`src/inc/pin_select_pkg.sv`:
```
// shared constants and carrier types for the peripheral pin select block
// assumes a single 100 MHz system clock and an APB register port
package pin_select_pkg;

    // ------------------------------------------------------------
    // sizes
    // ------------------------------------------------------------
    localparam int NUM_PINS   = 24;
    localparam int NUM_INSEL  = 43;
    localparam int SEL_W      = 6;
    localparam int APB_ADDR_W = 12;

    // ------------------------------------------------------------
    // register map (byte addresses, one word each)
    // ------------------------------------------------------------
    localparam logic [11:0] ADDR_LOCK     = 12'h000;
    localparam logic [11:0] ADDR_IN_BASE  = 12'h100;
    localparam logic [11:0] ADDR_OUT_BASE = 12'h200;
    localparam int          LOCK_BIT      = 0;
    localparam int          SEL_LSB       = 0;
    localparam int          SEL_MSB       = 5;
    localparam logic        LOCK_RESET    = 1'b0;
    localparam logic [5:0]  OUT_SEL_RESET = 6'h00;

    // pin codes: first port 0..7, second port 8..15, third port 16..23
    localparam logic [1:0] PORT_FIRST  = 2'h0;
    localparam logic [1:0] PORT_SECOND = 2'h1;
    localparam logic [1:0] PORT_THIRD  = 2'h2;

    // input selector values after reset, in register table order
    localparam logic [5:0] IN_SEL_RESET [0:NUM_INSEL-1] = '{
        6'h08, 6'h04, 6'h10, 6'h0D, 6'h10, 6'h10, 6'h12, 6'h0C,
        6'h13, 6'h15, 6'h0F, 6'h14, 6'h12, 6'h11, 6'h0D, 6'h08,
        6'h09, 6'h0A, 6'h03, 6'h04, 6'h05, 6'h13, 6'h14, 6'h15,
        6'h0B, 6'h0C, 6'h0D, 6'h04, 6'h05, 6'h11, 6'h12, 6'h14,
        6'h15, 6'h0C, 6'h13, 6'h14, 6'h05, 6'h17, 6'h16, 6'h00,
        6'h01, 6'h0E, 6'h0F};

    // ------------------------------------------------------------
    // output source codes
    // ------------------------------------------------------------
    localparam logic [5:0] CODE_LATCH     = 6'h00;
    localparam logic [5:0] CODE_LC_FIRST  = 6'h01;
    localparam logic [5:0] CODE_LC_LAST   = 6'h04;
    localparam logic [5:0] CODE_COG_FIRST = 6'h05;
    localparam logic [5:0] CODE_COG_LAST  = 6'h10;
    localparam logic [5:0] CODE_CCP1      = 6'h15;
    localparam logic [5:0] CODE_CCP2      = 6'h16;
    localparam logic [5:0] CODE_CCP7      = 6'h17;
    localparam logic [5:0] CODE_PWM3      = 6'h19;
    localparam logic [5:0] CODE_PWM4      = 6'h1A;
    localparam logic [5:0] CODE_PWM9      = 6'h1B;
    localparam logic [5:0] CODE_PWM5      = 6'h1D;
    localparam logic [5:0] CODE_PWM6      = 6'h1E;
    localparam logic [5:0] CODE_PWM11     = 6'h1F;
    localparam logic [5:0] CODE_SER_FIRST = 6'h21;
    localparam logic [5:0] CODE_SER_LAST  = 6'h25;
    localparam logic [5:0] CODE_CMP_FIRST = 6'h26;
    localparam logic [5:0] CODE_CMP_LAST  = 6'h2B;
    localparam logic [5:0] CODE_MOD_FIRST = 6'h2E;
    localparam logic [5:0] CODE_MOD_LAST  = 6'h30;

    // which source codes each port may carry; third port takes either set
    localparam logic [63:0] SRC_ON_FIRST  = 64'h0000_CCC0_6E01_E007;
    localparam logic [63:0] SRC_ON_SECOND = 64'h0001_033E_80E0_1FF8;

    // ------------------------------------------------------------
    // carriers
    // ------------------------------------------------------------
    typedef struct packed {
        logic [2:0]  modulatorOutput;
        logic [5:0]  syncedComparatorOutput;
        logic        syncUartDataOut;
        logic        uartTransmitOrClock;
        logic        spiDataOut;
        logic        serialData;
        logic        serialClock;
        logic [5:0]  pulseWidthOutput;      // units 3,4,9,5,6,11
        logic [2:0]  captureCompareOutput;  // units 1,2,7
        logic [11:0] waveformGenChannelOutput; // gen1 A..D, gen2, gen3
        logic [3:0]  logicCellOutput;
    } periph_out_s;

    typedef struct packed {
        logic [11:0] waveformGenDriveEn;    // 1 = channel wants its pin driven
        logic        serialClockDriveEn;
    } periph_dir_s;

endpackage

```
`src/design/peripheral_pin_select.sv`:
```
// peripheral pin select: routes peripheral outputs to port pins and pins to inputs
// assumes pin levels arrive asynchronously and peripherals share core_clk
//
// Summary of operation
// RULE_01: code zero drives pin from its output latch
// RULE_02: codes 1-4 route logic cells one to four
// RULE_03: codes 5-16 route generator channels A-D, gens 1-3
// RULE_04: codes 21,22,23 route capture units 1,2,7
// RULE_05: codes 25-27,29-31 route pulse units 3,4,9,5,6,11
// RULE_06: codes 33-37 route serial and uart outputs
// RULE_07: codes 38-43 route synced comparators one to six
// RULE_08: codes 46-48 route modulators one to three
// RULE_09: sources reach only their allowed ports
// RULE_10: generator and serial clock override pin direction
// RULE_11: unsupported selection drives constant low
// RULE_12: input selectors hold 6 bits, upper read zero
// RULE_13: lock bit zero, bits above read zero
// RULE_14: lock set blocks all selection writes
// RULE_15: each pin has its own 6-bit source selector
// RULE_16: input selector feeds peripheral from chosen pin
// RULE_17: unlisted output codes behave as unsupported, low
`timescale 1ns/100ps

module peripheral_pin_select
(
    // clock and reset
    input  wire logic                          core_clk,
    input  wire logic                          rst,
    // apb register port
    input  wire logic                          psel,
    input  wire logic                          penable,
    input  wire logic                          pwrite,
    input  wire logic [11:0]                   paddr,
    input  wire logic [31:0]                   pwdata,
    output logic      [31:0]                   prdata,
    output logic                               pready,
    output logic                               pslverr,
    // peripheral side
    input  wire pin_select_pkg::periph_out_s   periphOut,
    input  wire pin_select_pkg::periph_dir_s   periphDir,
    output logic      [42:0]                   periphIn,
    // port pin side
    input  wire logic [23:0]                   pinOutputLatch,
    input  wire logic [23:0]                   pinDirectionControl,
    input  wire logic [23:0]                   pinInput,
    output logic      [23:0]                   pinOutput,
    output logic      [23:0]                   pinOutputEn,
    // status
    output logic                               selectionLocked
);

    // ------------------------------------------------------------
    // functions
    // ------------------------------------------------------------
    // true when a source code may leave on the given pin
    function automatic logic srcAllowed(input logic [5:0] code, input logic [4:0] pinIdx);
        logic [1:0] port;
        port = pinIdx[4:3];
        if (code == pin_select_pkg::CODE_LATCH)
            srcAllowed = 1'b1;
        else if (port == pin_select_pkg::PORT_FIRST)
            srcAllowed = pin_select_pkg::SRC_ON_FIRST[code];
        else if (port == pin_select_pkg::PORT_SECOND)
            srcAllowed = pin_select_pkg::SRC_ON_SECOND[code];
        else if (port == pin_select_pkg::PORT_THIRD)
            srcAllowed = pin_select_pkg::SRC_ON_FIRST[code]
                       | pin_select_pkg::SRC_ON_SECOND[code];
        else
            srcAllowed = 1'b0;
    endfunction

    function automatic logic isCogCode(input logic [5:0] code);
        isCogCode = (code >= pin_select_pkg::CODE_COG_FIRST)
                 && (code <= pin_select_pkg::CODE_COG_LAST);
    endfunction

    // ------------------------------------------------------------
    // state
    // ------------------------------------------------------------
    logic [5:0]  outSel_ff [0:23];
    logic [5:0]  inSel_ff  [0:42];
    logic        lock_ff;
    logic [23:0] pinSync1_ff;
    logic [23:0] pinSync2_ff;
    logic [42:0] periphIn_ff;
    logic [23:0] pinOut_ff;
    logic [23:0] pinOe_ff;
    logic [31:0] prdata_ff;
    logic        pready_ff;
    logic        pslverr_ff;

    logic [63:0] srcVec;
    logic [23:0] nxt_pinOut;
    logic [23:0] nxt_pinOe;
    logic [42:0] nxt_periphIn;
    logic [31:0] nxt_prdata;
    logic        hitLock;
    logic        hitIn;
    logic        hitOut;
    logic [11:0] inOffset;
    logic [11:0] outOffset;
    logic [5:0]  inIdx;
    logic [4:0]  outIdx;
    logic        accessPend;
    logic        wrCommit;

    // ------------------------------------------------------------
    // source vector, indexed by output code
    // ------------------------------------------------------------
    always_comb
    begin
        srcVec = '0;
        srcVec[4:1]   = periphOut.logicCellOutput;                    // see RULE_02
        srcVec[16:5]  = periphOut.waveformGenChannelOutput;           // see RULE_03
        srcVec[pin_select_pkg::CODE_CCP1]  = periphOut.captureCompareOutput[0]; // see RULE_04
        srcVec[pin_select_pkg::CODE_CCP2]  = periphOut.captureCompareOutput[1]; // see RULE_04
        srcVec[pin_select_pkg::CODE_CCP7]  = periphOut.captureCompareOutput[2]; // see RULE_04
        srcVec[pin_select_pkg::CODE_PWM3]  = periphOut.pulseWidthOutput[0];     // see RULE_05
        srcVec[pin_select_pkg::CODE_PWM4]  = periphOut.pulseWidthOutput[1];     // see RULE_05
        srcVec[pin_select_pkg::CODE_PWM9]  = periphOut.pulseWidthOutput[2];     // see RULE_05
        srcVec[pin_select_pkg::CODE_PWM5]  = periphOut.pulseWidthOutput[3];     // see RULE_05
        srcVec[pin_select_pkg::CODE_PWM6]  = periphOut.pulseWidthOutput[4];     // see RULE_05
        srcVec[pin_select_pkg::CODE_PWM11] = periphOut.pulseWidthOutput[5];     // see RULE_05
        srcVec[37:33] = {periphOut.syncUartDataOut, periphOut.uartTransmitOrClock,
                         periphOut.spiDataOut, periphOut.serialData,
                         periphOut.serialClock};                      // see RULE_06
        srcVec[43:38] = periphOut.syncedComparatorOutput;             // see RULE_07
        srcVec[48:46] = periphOut.modulatorOutput;                    // see RULE_08
        // every other code stays zero, so gaps in the table read low
    end

    // ------------------------------------------------------------
    // output routing per pin
    // ------------------------------------------------------------
    always_comb
    begin
        for (int k = 0; k < 24; k++)
        begin
            logic [5:0] sel;
            logic       ok;
            sel = outSel_ff[k];                                       // see RULE_15
            ok  = srcAllowed(sel, 5'(k));                             // see RULE_09
            if (sel == pin_select_pkg::CODE_LATCH)
                nxt_pinOut[k] = pinOutputLatch[k];                    // see RULE_01
            else if (ok)
                nxt_pinOut[k] = srcVec[sel];
            else
                nxt_pinOut[k] = 1'b0;                                 // see RULE_11 RULE_17
            // peripheral takes over direction only when it is really on the pin
            if (ok && isCogCode(sel))
                nxt_pinOe[k] = periphDir.waveformGenDriveEn[
                    4'(sel - pin_select_pkg::CODE_COG_FIRST)];        // see RULE_10
            else if (ok && sel == pin_select_pkg::CODE_SER_FIRST)
                nxt_pinOe[k] = periphDir.serialClockDriveEn;          // see RULE_10
            else
                nxt_pinOe[k] = ~pinDirectionControl[k];
        end
    end

    always_ff @(posedge core_clk)
    begin
        if (rst)
        begin
            pinOut_ff <= '0;
            pinOe_ff  <= '0;
        end
        else
        begin
            pinOut_ff <= nxt_pinOut;
            pinOe_ff  <= nxt_pinOe;
        end
    end

    // ------------------------------------------------------------
    // input routing
    // ------------------------------------------------------------
    always_ff @(posedge core_clk)
    begin
        if (rst)
        begin
            pinSync1_ff <= '0;
            pinSync2_ff <= '0;
        end
        else
        begin
            pinSync1_ff <= pinInput;
            pinSync2_ff <= pinSync1_ff;
        end
    end

    // codes beyond the last pin feed a low level
    always_comb
    begin
        for (int i = 0; i < 43; i++)
        begin
            if (inSel_ff[i] < 6'(pin_select_pkg::NUM_PINS))
                nxt_periphIn[i] = pinSync2_ff[5'(inSel_ff[i])];       // see RULE_16
            else
                nxt_periphIn[i] = 1'b0;
        end
    end

    always_ff @(posedge core_clk)
    begin
        if (rst)
            periphIn_ff <= '0;
        else
            periphIn_ff <= nxt_periphIn;
    end

    // ------------------------------------------------------------
    // apb decode
    // ------------------------------------------------------------
    assign inOffset  = paddr - pin_select_pkg::ADDR_IN_BASE;
    assign outOffset = paddr - pin_select_pkg::ADDR_OUT_BASE;
    assign inIdx     = inOffset[7:2];
    assign outIdx    = outOffset[6:2];

    always_comb
    begin
        hitLock = 1'b0;
        hitIn   = 1'b0;
        hitOut  = 1'b0;
        if (paddr[1:0] != 2'h0)
            hitLock = 1'b0;
        else if (paddr == pin_select_pkg::ADDR_LOCK)
            hitLock = 1'b1;
        else if (paddr >= pin_select_pkg::ADDR_IN_BASE
                 && inOffset < 12'(4 * pin_select_pkg::NUM_INSEL))
            hitIn = 1'b1;
        else if (paddr >= pin_select_pkg::ADDR_OUT_BASE
                 && outOffset < 12'(4 * pin_select_pkg::NUM_PINS))
            hitOut = 1'b1;
    end

    always_comb
    begin
        nxt_prdata = '0;
        if (hitLock)
            nxt_prdata[pin_select_pkg::LOCK_BIT] = lock_ff;          // see RULE_13
        else if (hitIn)
            nxt_prdata[5:0] = inSel_ff[inIdx];                        // see RULE_12
        else if (hitOut)
            nxt_prdata[5:0] = outSel_ff[outIdx];                      // see RULE_15
    end

    // one wait state: pready rises in the second access cycle
    assign accessPend = psel & penable & ~pready_ff;
    assign wrCommit   = psel & penable & pready_ff & pwrite;

    always_ff @(posedge core_clk)
    begin
        if (rst)
        begin
            pready_ff  <= 1'b0;
            pslverr_ff <= 1'b0;
            prdata_ff  <= '0;
        end
        else
        begin
            pready_ff  <= accessPend;
            pslverr_ff <= accessPend & ~(hitLock | hitIn | hitOut);
            prdata_ff  <= (accessPend & ~pwrite) ? nxt_prdata : 32'h0000_0000;
        end
    end

    // ------------------------------------------------------------
    // selection registers
    // ------------------------------------------------------------
    always_ff @(posedge core_clk)
    begin
        if (rst)
            lock_ff <= pin_select_pkg::LOCK_RESET;
        else if (wrCommit && hitLock)
            lock_ff <= pwdata[pin_select_pkg::LOCK_BIT];              // see RULE_13
    end

    // lock freezes both tables; a locked write still completes without error
    always_ff @(posedge core_clk)
    begin
        if (rst)
        begin
            for (int i = 0; i < 43; i++)
                inSel_ff[i] <= pin_select_pkg::IN_SEL_RESET[i];
            for (int k = 0; k < 24; k++)
                outSel_ff[k] <= pin_select_pkg::OUT_SEL_RESET;
        end
        else if (wrCommit && !lock_ff)                                // see RULE_14
        begin
            if (hitIn)
                inSel_ff[inIdx] <= pwdata[5:0];                       // see RULE_12
            else if (hitOut)
                outSel_ff[outIdx] <= pwdata[5:0];                     // see RULE_15
        end
    end

    assign prdata          = prdata_ff;
    assign pready          = pready_ff;
    assign pslverr         = pslverr_ff;
    assign periphIn        = periphIn_ff;
    assign pinOutput       = pinOut_ff;
    assign pinOutputEn     = pinOe_ff;
    assign selectionLocked = lock_ff;
endmodule // peripheral_pin_select

```
`config.mk`:
```
export PLATFORM = sky130hd
export DESIGN_NAME = peripheral_pin_select
export DESIGN_NICKNAME = d
export VERILOG_FILES = /design/src/inc/pin_select_pkg.sv /design/src/design/peripheral_pin_select.sv
export SDC_FILE = /design/constraint.sdc
export NUM_CORES = 2
export LEC_CHECK = 0
export BUFFER_PORTS_ARGS = -buffer_cell sky130_fd_sc_hd__buf_2
export CAP_MARGIN = 20
export CORE_MARGIN = 2
export CORE_UTILIZATION = 25
export CTS_BUF_LIST = sky130_fd_sc_hd__clkbuf_4 sky130_fd_sc_hd__clkbuf_8
export CTS_CLUSTER_SIZE = 20
export DETAILED_ROUTE_END_ITERATION = 10
export PLACE_DENSITY = 0.37
export SYNTH_ARGS = -nofsm -noshare
export SYNTH_HDL_FRONTEND = slang
export SYNTH_SLANG_ARGS = --single-unit
```
`constraint.sdc`:
```
create_clock -name core_clk -period 3.6 [get_ports core_clk]
set_clock_uncertainty 0.15 [all_clocks]
set_input_delay 0.72 -clock core_clk [delete_from_list [all_inputs] [get_ports core_clk]]
set_output_delay 0.72 -clock core_clk [all_outputs]
set_load 0.005 [all_outputs]
```
======== After elaboration in Yosys (flattened, before gate mapping) ========
Memory sizes are Yosys's and may differ from the RTL's.
Index checks and enable logic that the tools add are counted.
cells by class
  $add $sub $neg .......................... 26
  $lt $le $gt $ge ......................... 186
  equal/unequal tests ..................... 24
  multiplexer cells ....................... 363
  bitwise operators ....................... 87
  reductions and logical operators ........ 150
operator list
  kind                      count
  $mux W1                   266
  $lt A5 B6 Y1 const B      43
  $lt A6 B5 Y1 const B      43
  $bmux W1 S5               43
  $lt A6 B7 Y1 const B      24
  $bmux W1 S6               24
  $eq A6 B6 Y1 const B      24
  $ge A6 B3 Y1 const B      24
  $le A6 B5 Y1 const B      24
  $logic_not A6 Y1          24
  $lt A4 B5 Y1 const B      24
  $bmux W1 S4               24
  $sub A4 B3 Y4 const B     24
  $reduce_or A2 Y1          44
  $logic_and A1 B1 Y1       76
  $not A1 Y1                71
  $mux W6                   5
  $ge A12 B10 Y1 const B    1
  $ge A12 B9 Y1 const B     1
  $logic_not A12 Y1         1
  $lt A12 B7 Y1 const B     1
  $lt A12 B8 Y1 const B     1
  $reduce_or A6 Y1          2
  $sub A12 B10 Y12 const B  1
  other kinds (7)           21
storage, ports and cells
  bits in registers ....................... 174
  bits in writable memories ............... 402
  memory bits (read-only) ................. 2048
  input bits .............................. 173
  output and inout bits ................... 126
  logic and storage cells ................. 923
  memories kept ........................... 34
memory list
  name              depth  width  read ports  clocked after Yosys merged registers in  write ports  line                         text
  inSel_ff          43     6      44          0                                        43           peripheral_pin_select.sv:81  logic [5:0] inSel_ff [0:42];
  outSel_ff         24     6      25          0                                        24           peripheral_pin_select.sv:80  logic [5:0] outSel_ff [0:23];
  (name not given)  64     1      1           0                                        0            peripheral_pin_select.sv:67  | pin_select_pkg::SRC_ON_SECOND[code];
  (name not given)  64     1      1           0                                        0            peripheral_pin_select.sv:66  srcAllowed = pin_select_pkg::SRC_ON_FIRST[code]
  (name not given)  64     1      1           0                                        0            peripheral_pin_select.sv:67
  (name not given)  64     1      1           0                                        0            peripheral_pin_select.sv:66
  +28 memories      -      -      -           -                                        -            -

======== Longest topological paths before layout ========
  word-level depth ........................ 14
  depth in mapped cells ................... 12
  gate-level depth less buffers ........... 10

======== Least setup slack after synthesis ========
No wires, ideal clock.
  path type ............................... in2reg
  from .................................... input paddr[9]
  to ...................................... memory inSel_ff[26][0] (enable)
  arrival time ............................ 2655 ps
  setup slack ............................. 477 ps
  stages on the path ...................... 10
  buffers on the path ..................... 2
  path through ............................ inv_1 ha_1 nor2b_1 xnor2_1 nand2b_1 or4_1 buf_4 buf_6 or3_1 nand2_1
RTL lines
  item                line                         text
  start: declaration  peripheral_pin_select.sv:33  input wire logic [11:0] paddr,
  end: declaration    peripheral_pin_select.sv:81

==> results.sh <==
export IMPL_fp_row_count=171
export IMPL_grt_overflow_total=0
export IMPL_synthArstFlopShare_pct=0
export IMPL_place_gp_congestion=0.8886
export IMPL_path_common_cell="buf_4"
export IMPL_synth_seq_cells=692
export IMPL_setup_viol=0
export IMPL_clk_latency_ns=0.96
export IMPL_cp_arrival_ns=3.59
export IMPL_drtIter0Drc=4821
export IMPL_layout_common_cells="mux4_2, edfxtp_1, buf_4"
export IMPL_required_ns=4.02
export IMPL_vias_per_cell=5.621
export IMPL_cts_max_path_buffers=3
export IMPL_io_buffers=246
export IMPL_post_dp_cell_area_sq_um=61100
export IMPL_slew_violations=0
export IMPL_min_period_ns=3.162
export IMPL_grt_max_degree=110
export IMPL_fin_nets=5414
export IMPL_routedWlPerCell_um=31.74
export IMPL_cts_tree="built"
export IMPL_ys_types=93
export IMPL_rsz0062_at_grt="no"
export IMPL_start_util_pct=25.08
export IMPL_worstSetupStartpointType="input port"
export IMPL_ys_flop_type="edfxtp_1"
export IMPL_dp_cells=7758
export IMPL_die_h_um=470.3
export IMPL_vias=45501
export IMPL_syn_inst=4699
export IMPL_cp_slowest_stage_delay_ns=0.69
export IMPL_crit_path_end_kind="register"
export IMPL_status="completed"
export IMPL_grt_pass1_wl_um=357100
export IMPL_dp_hpwl_um=169800
export IMPL_syn_area_sq_um=54370
export IMPL_synth_edf_count=544
export IMPL_fin_total_pwr_w=0.02276
export IMPL_seq_area_frac_synth_pct=35.50
export IMPL_syn_to_final_growth_pct=19.29
export IMPL_maxCapViolations=0
export IMPL_numCtsBuffers=144
export IMPL_cp_slowest_cell="or4_2"
export IMPL_yosysWarnings=0
export IMPL_finalCritPeriodShare_pct=87.83
export IMPL_gr_usage_all_layers_pct=22.57
export IMPL_antenna_found_initial=22
export IMPL_cts_sinks=692
export IMPL_final_common_cell="mux4_2"
export IMPL_fin_util_pct=29.92
export IMPL_hp_class="input port to register"
export IMPL_clk_pin_slew_ns=0.06
export IMPL_tightest_slew_ns=0.9967
export IMPL_drtPass1Iterations=6
export IMPL_drtAntennaViolNets=0
export IMPL_p_per_area_nw_per_um2=350.9
export IMPL_worstPathCellList="dlygate4sd3_1 > buf_2 > nand4_1 > or3_1 > buf_4 > or4_2 > buf_12 > buf_4 > nor4_2 > or2_1"
export IMPL_core_area_sq_um=216700
export IMPL_worstSetupPathType="input port to register"
export IMPL_dieArea_sq_um=221200
export IMPL_fp_dieW_um=470.3
export IMPL_path_max_fanout=32
export IMPL_cts_root_buf="clkbuf_8"
export IMPL_grt_pass1_vias=44685
export IMPL_fin_cells=8095
export IMPL_post_synth_cell_area_avg_sq_um=11.57
export IMPL_cts_setup_buffers=0
export IMPL_leakage_nw=23.61
export IMPL_ioPinCount=299
export IMPL_drive_gt1_share_pct=31.85
export IMPL_vdd_ir_drop_max_mv=0.3909
export IMPL_finalHoldViolCount=0
export IMPL_final_area_sq_um=64850
export IMPL_relSlewSlack_pct=31.83
export IMPL_fillers=22308
export IMPL_route_detailed_drc=0
export IMPL_drt_total_wl_um=256900
export IMPL_h_tree_depth=4
export IMPL_max_freq_mhz=316.3
worst paths after layout:
| path | slack, ns | depth (start not counted) | startpoint | end |
|---|---|---|---|---|
| max | 0.44 | 10 | penable | inSel_ff[11][5] |
| min | 0.10 | 4 | pinDirectionControl[9] | pinOutputEn[9] |
| max reg2reg | 0.46 | 8 | outSel_ff[19][1] | pinOutput[19] |
| min reg2reg | 0.28 | 1 | pinSync1_ff[0] | pinSync2_ff[0] |
logic make-up after synthesis:
kind of cell | Yosys count | synth area share, %
AND/OR/NAND/NOR | 1382 | 13.60
multiplexers | 987 | 32.76
buffers and inverters | 772 | 5.807
AO/OA/AOI/OAI | 709 | 8.916
flip-flops | 692 | 35.50
adder cells (fa/ha/maj) | 130 | 2.992
XOR/XNOR | 26 | 0.4189
other | 1 | 0.006898
metal layers:
layer,up-vias,GRT usage [%],part of all wire (%)
li1,19005,-,-
met2,2509,36.22,46
met1,23485,29.81,41
met3,498,4.449,8.1
met5,-,0,0.0093
met4,4,8.907,4.2
critical path: cells and delay by family:
kind / cells / cell delay (ns)
simple gates: 5 / 1.59
buf+inv: 5 / 1.21
area by class of cell:
| class | instances | area (sq um) | area share (%) |
|---|---|---|---|
| timing repair buffer | 716 | 5707 | 8.800 |
| tap | 2854 | 3571 | 5.506 |
| antenna | 14 | 35.03 | 0.05402 |
| clock buffer | 198 | 2456 | 3.787 |
| inverter | 155 | 583.1 | 0.8991 |
| multi-input combinational | 3402 | 32550 | 50.19 |
| sequential | 692 | 19300 | 29.76 |
| clock inverter | 64 | 650.6 | 1.003 |
synthesized netlist by cell type (all sizes together), types with 16 or more instances:
master   instances  area share, %
clkbuf         459            3.2
dfxtp          148            5.4
o311ai          16           0.26
inv            151            1.0
nor3b           16           0.23
nor2           245            1.7
buf            158            1.6
or3             17           0.20
mux2i          281            5.2
nand4           34           0.39
o22ai           20           0.23
o221ai          20           0.32
or2             55           0.63
mux2            80            1.7
o21ai          145            1.3
nand2          242            1.7
a211oi          39           0.54
edfxtp         544             30
ha             130            3.0
nand3           89           0.82
nand2b          99            1.1
and3           111            1.3
a2111oi         20           0.32
and2           108            1.2
nor2b          111            1.3
nor3           135            1.4
nor4            75           0.91
xnor2           24           0.39
o2bb2ai         17           0.27
a21oi          150            1.4
a22oi           38           0.52
a221oi          40           0.64
a31oi           28           0.32
nand3b          16           0.22
o211ai          40           0.55
mux4           626             26
timing repair:
action,CTS,global route
endpoints found under the hold margin,67,0
hold buffers,61,0
resized for setup,0,0
report_power, final:
group	total, W	leakage [nW]	switching, W	internal, W
registers	0.00929	6.49	0.000347	0.00894
clock network	0.00931	1.62	0.00417	0.00514
logic	0.00416	15.5	0.00245	0.00171
total	0.0228	23.6	0.00696	0.0158
stage by stage:
stage | setup slack, ns | hold slack, ns | setup TNS [ns]
2_1_floorplan | 0.4771 | 0.2605 | 0
4_1_cts | 0.4378 | 0.009007 | 0
6_report | 0.4381 | 0.1006 | 0
5_1_grt | 0.2164 | 0.02989 | 0
3_5_place_dp | -0.3278 | 0.2704 | -48.76
3_3_place_gp | -0.4103 | 0.2666 | -74.73
sequential cells by signal, indices dropped and copies added, names as in the netlist:
register and flops:
inSel_ff 384, periphIn 43, pinOutput 24, pinSync2_ff 24, pready 1, pinOutputEn 24
prdata 6, pinSync1_ff 24, pslverr 1, outSel_ff 160, selectionLocked 1
(Power assumes the default switching activity.)
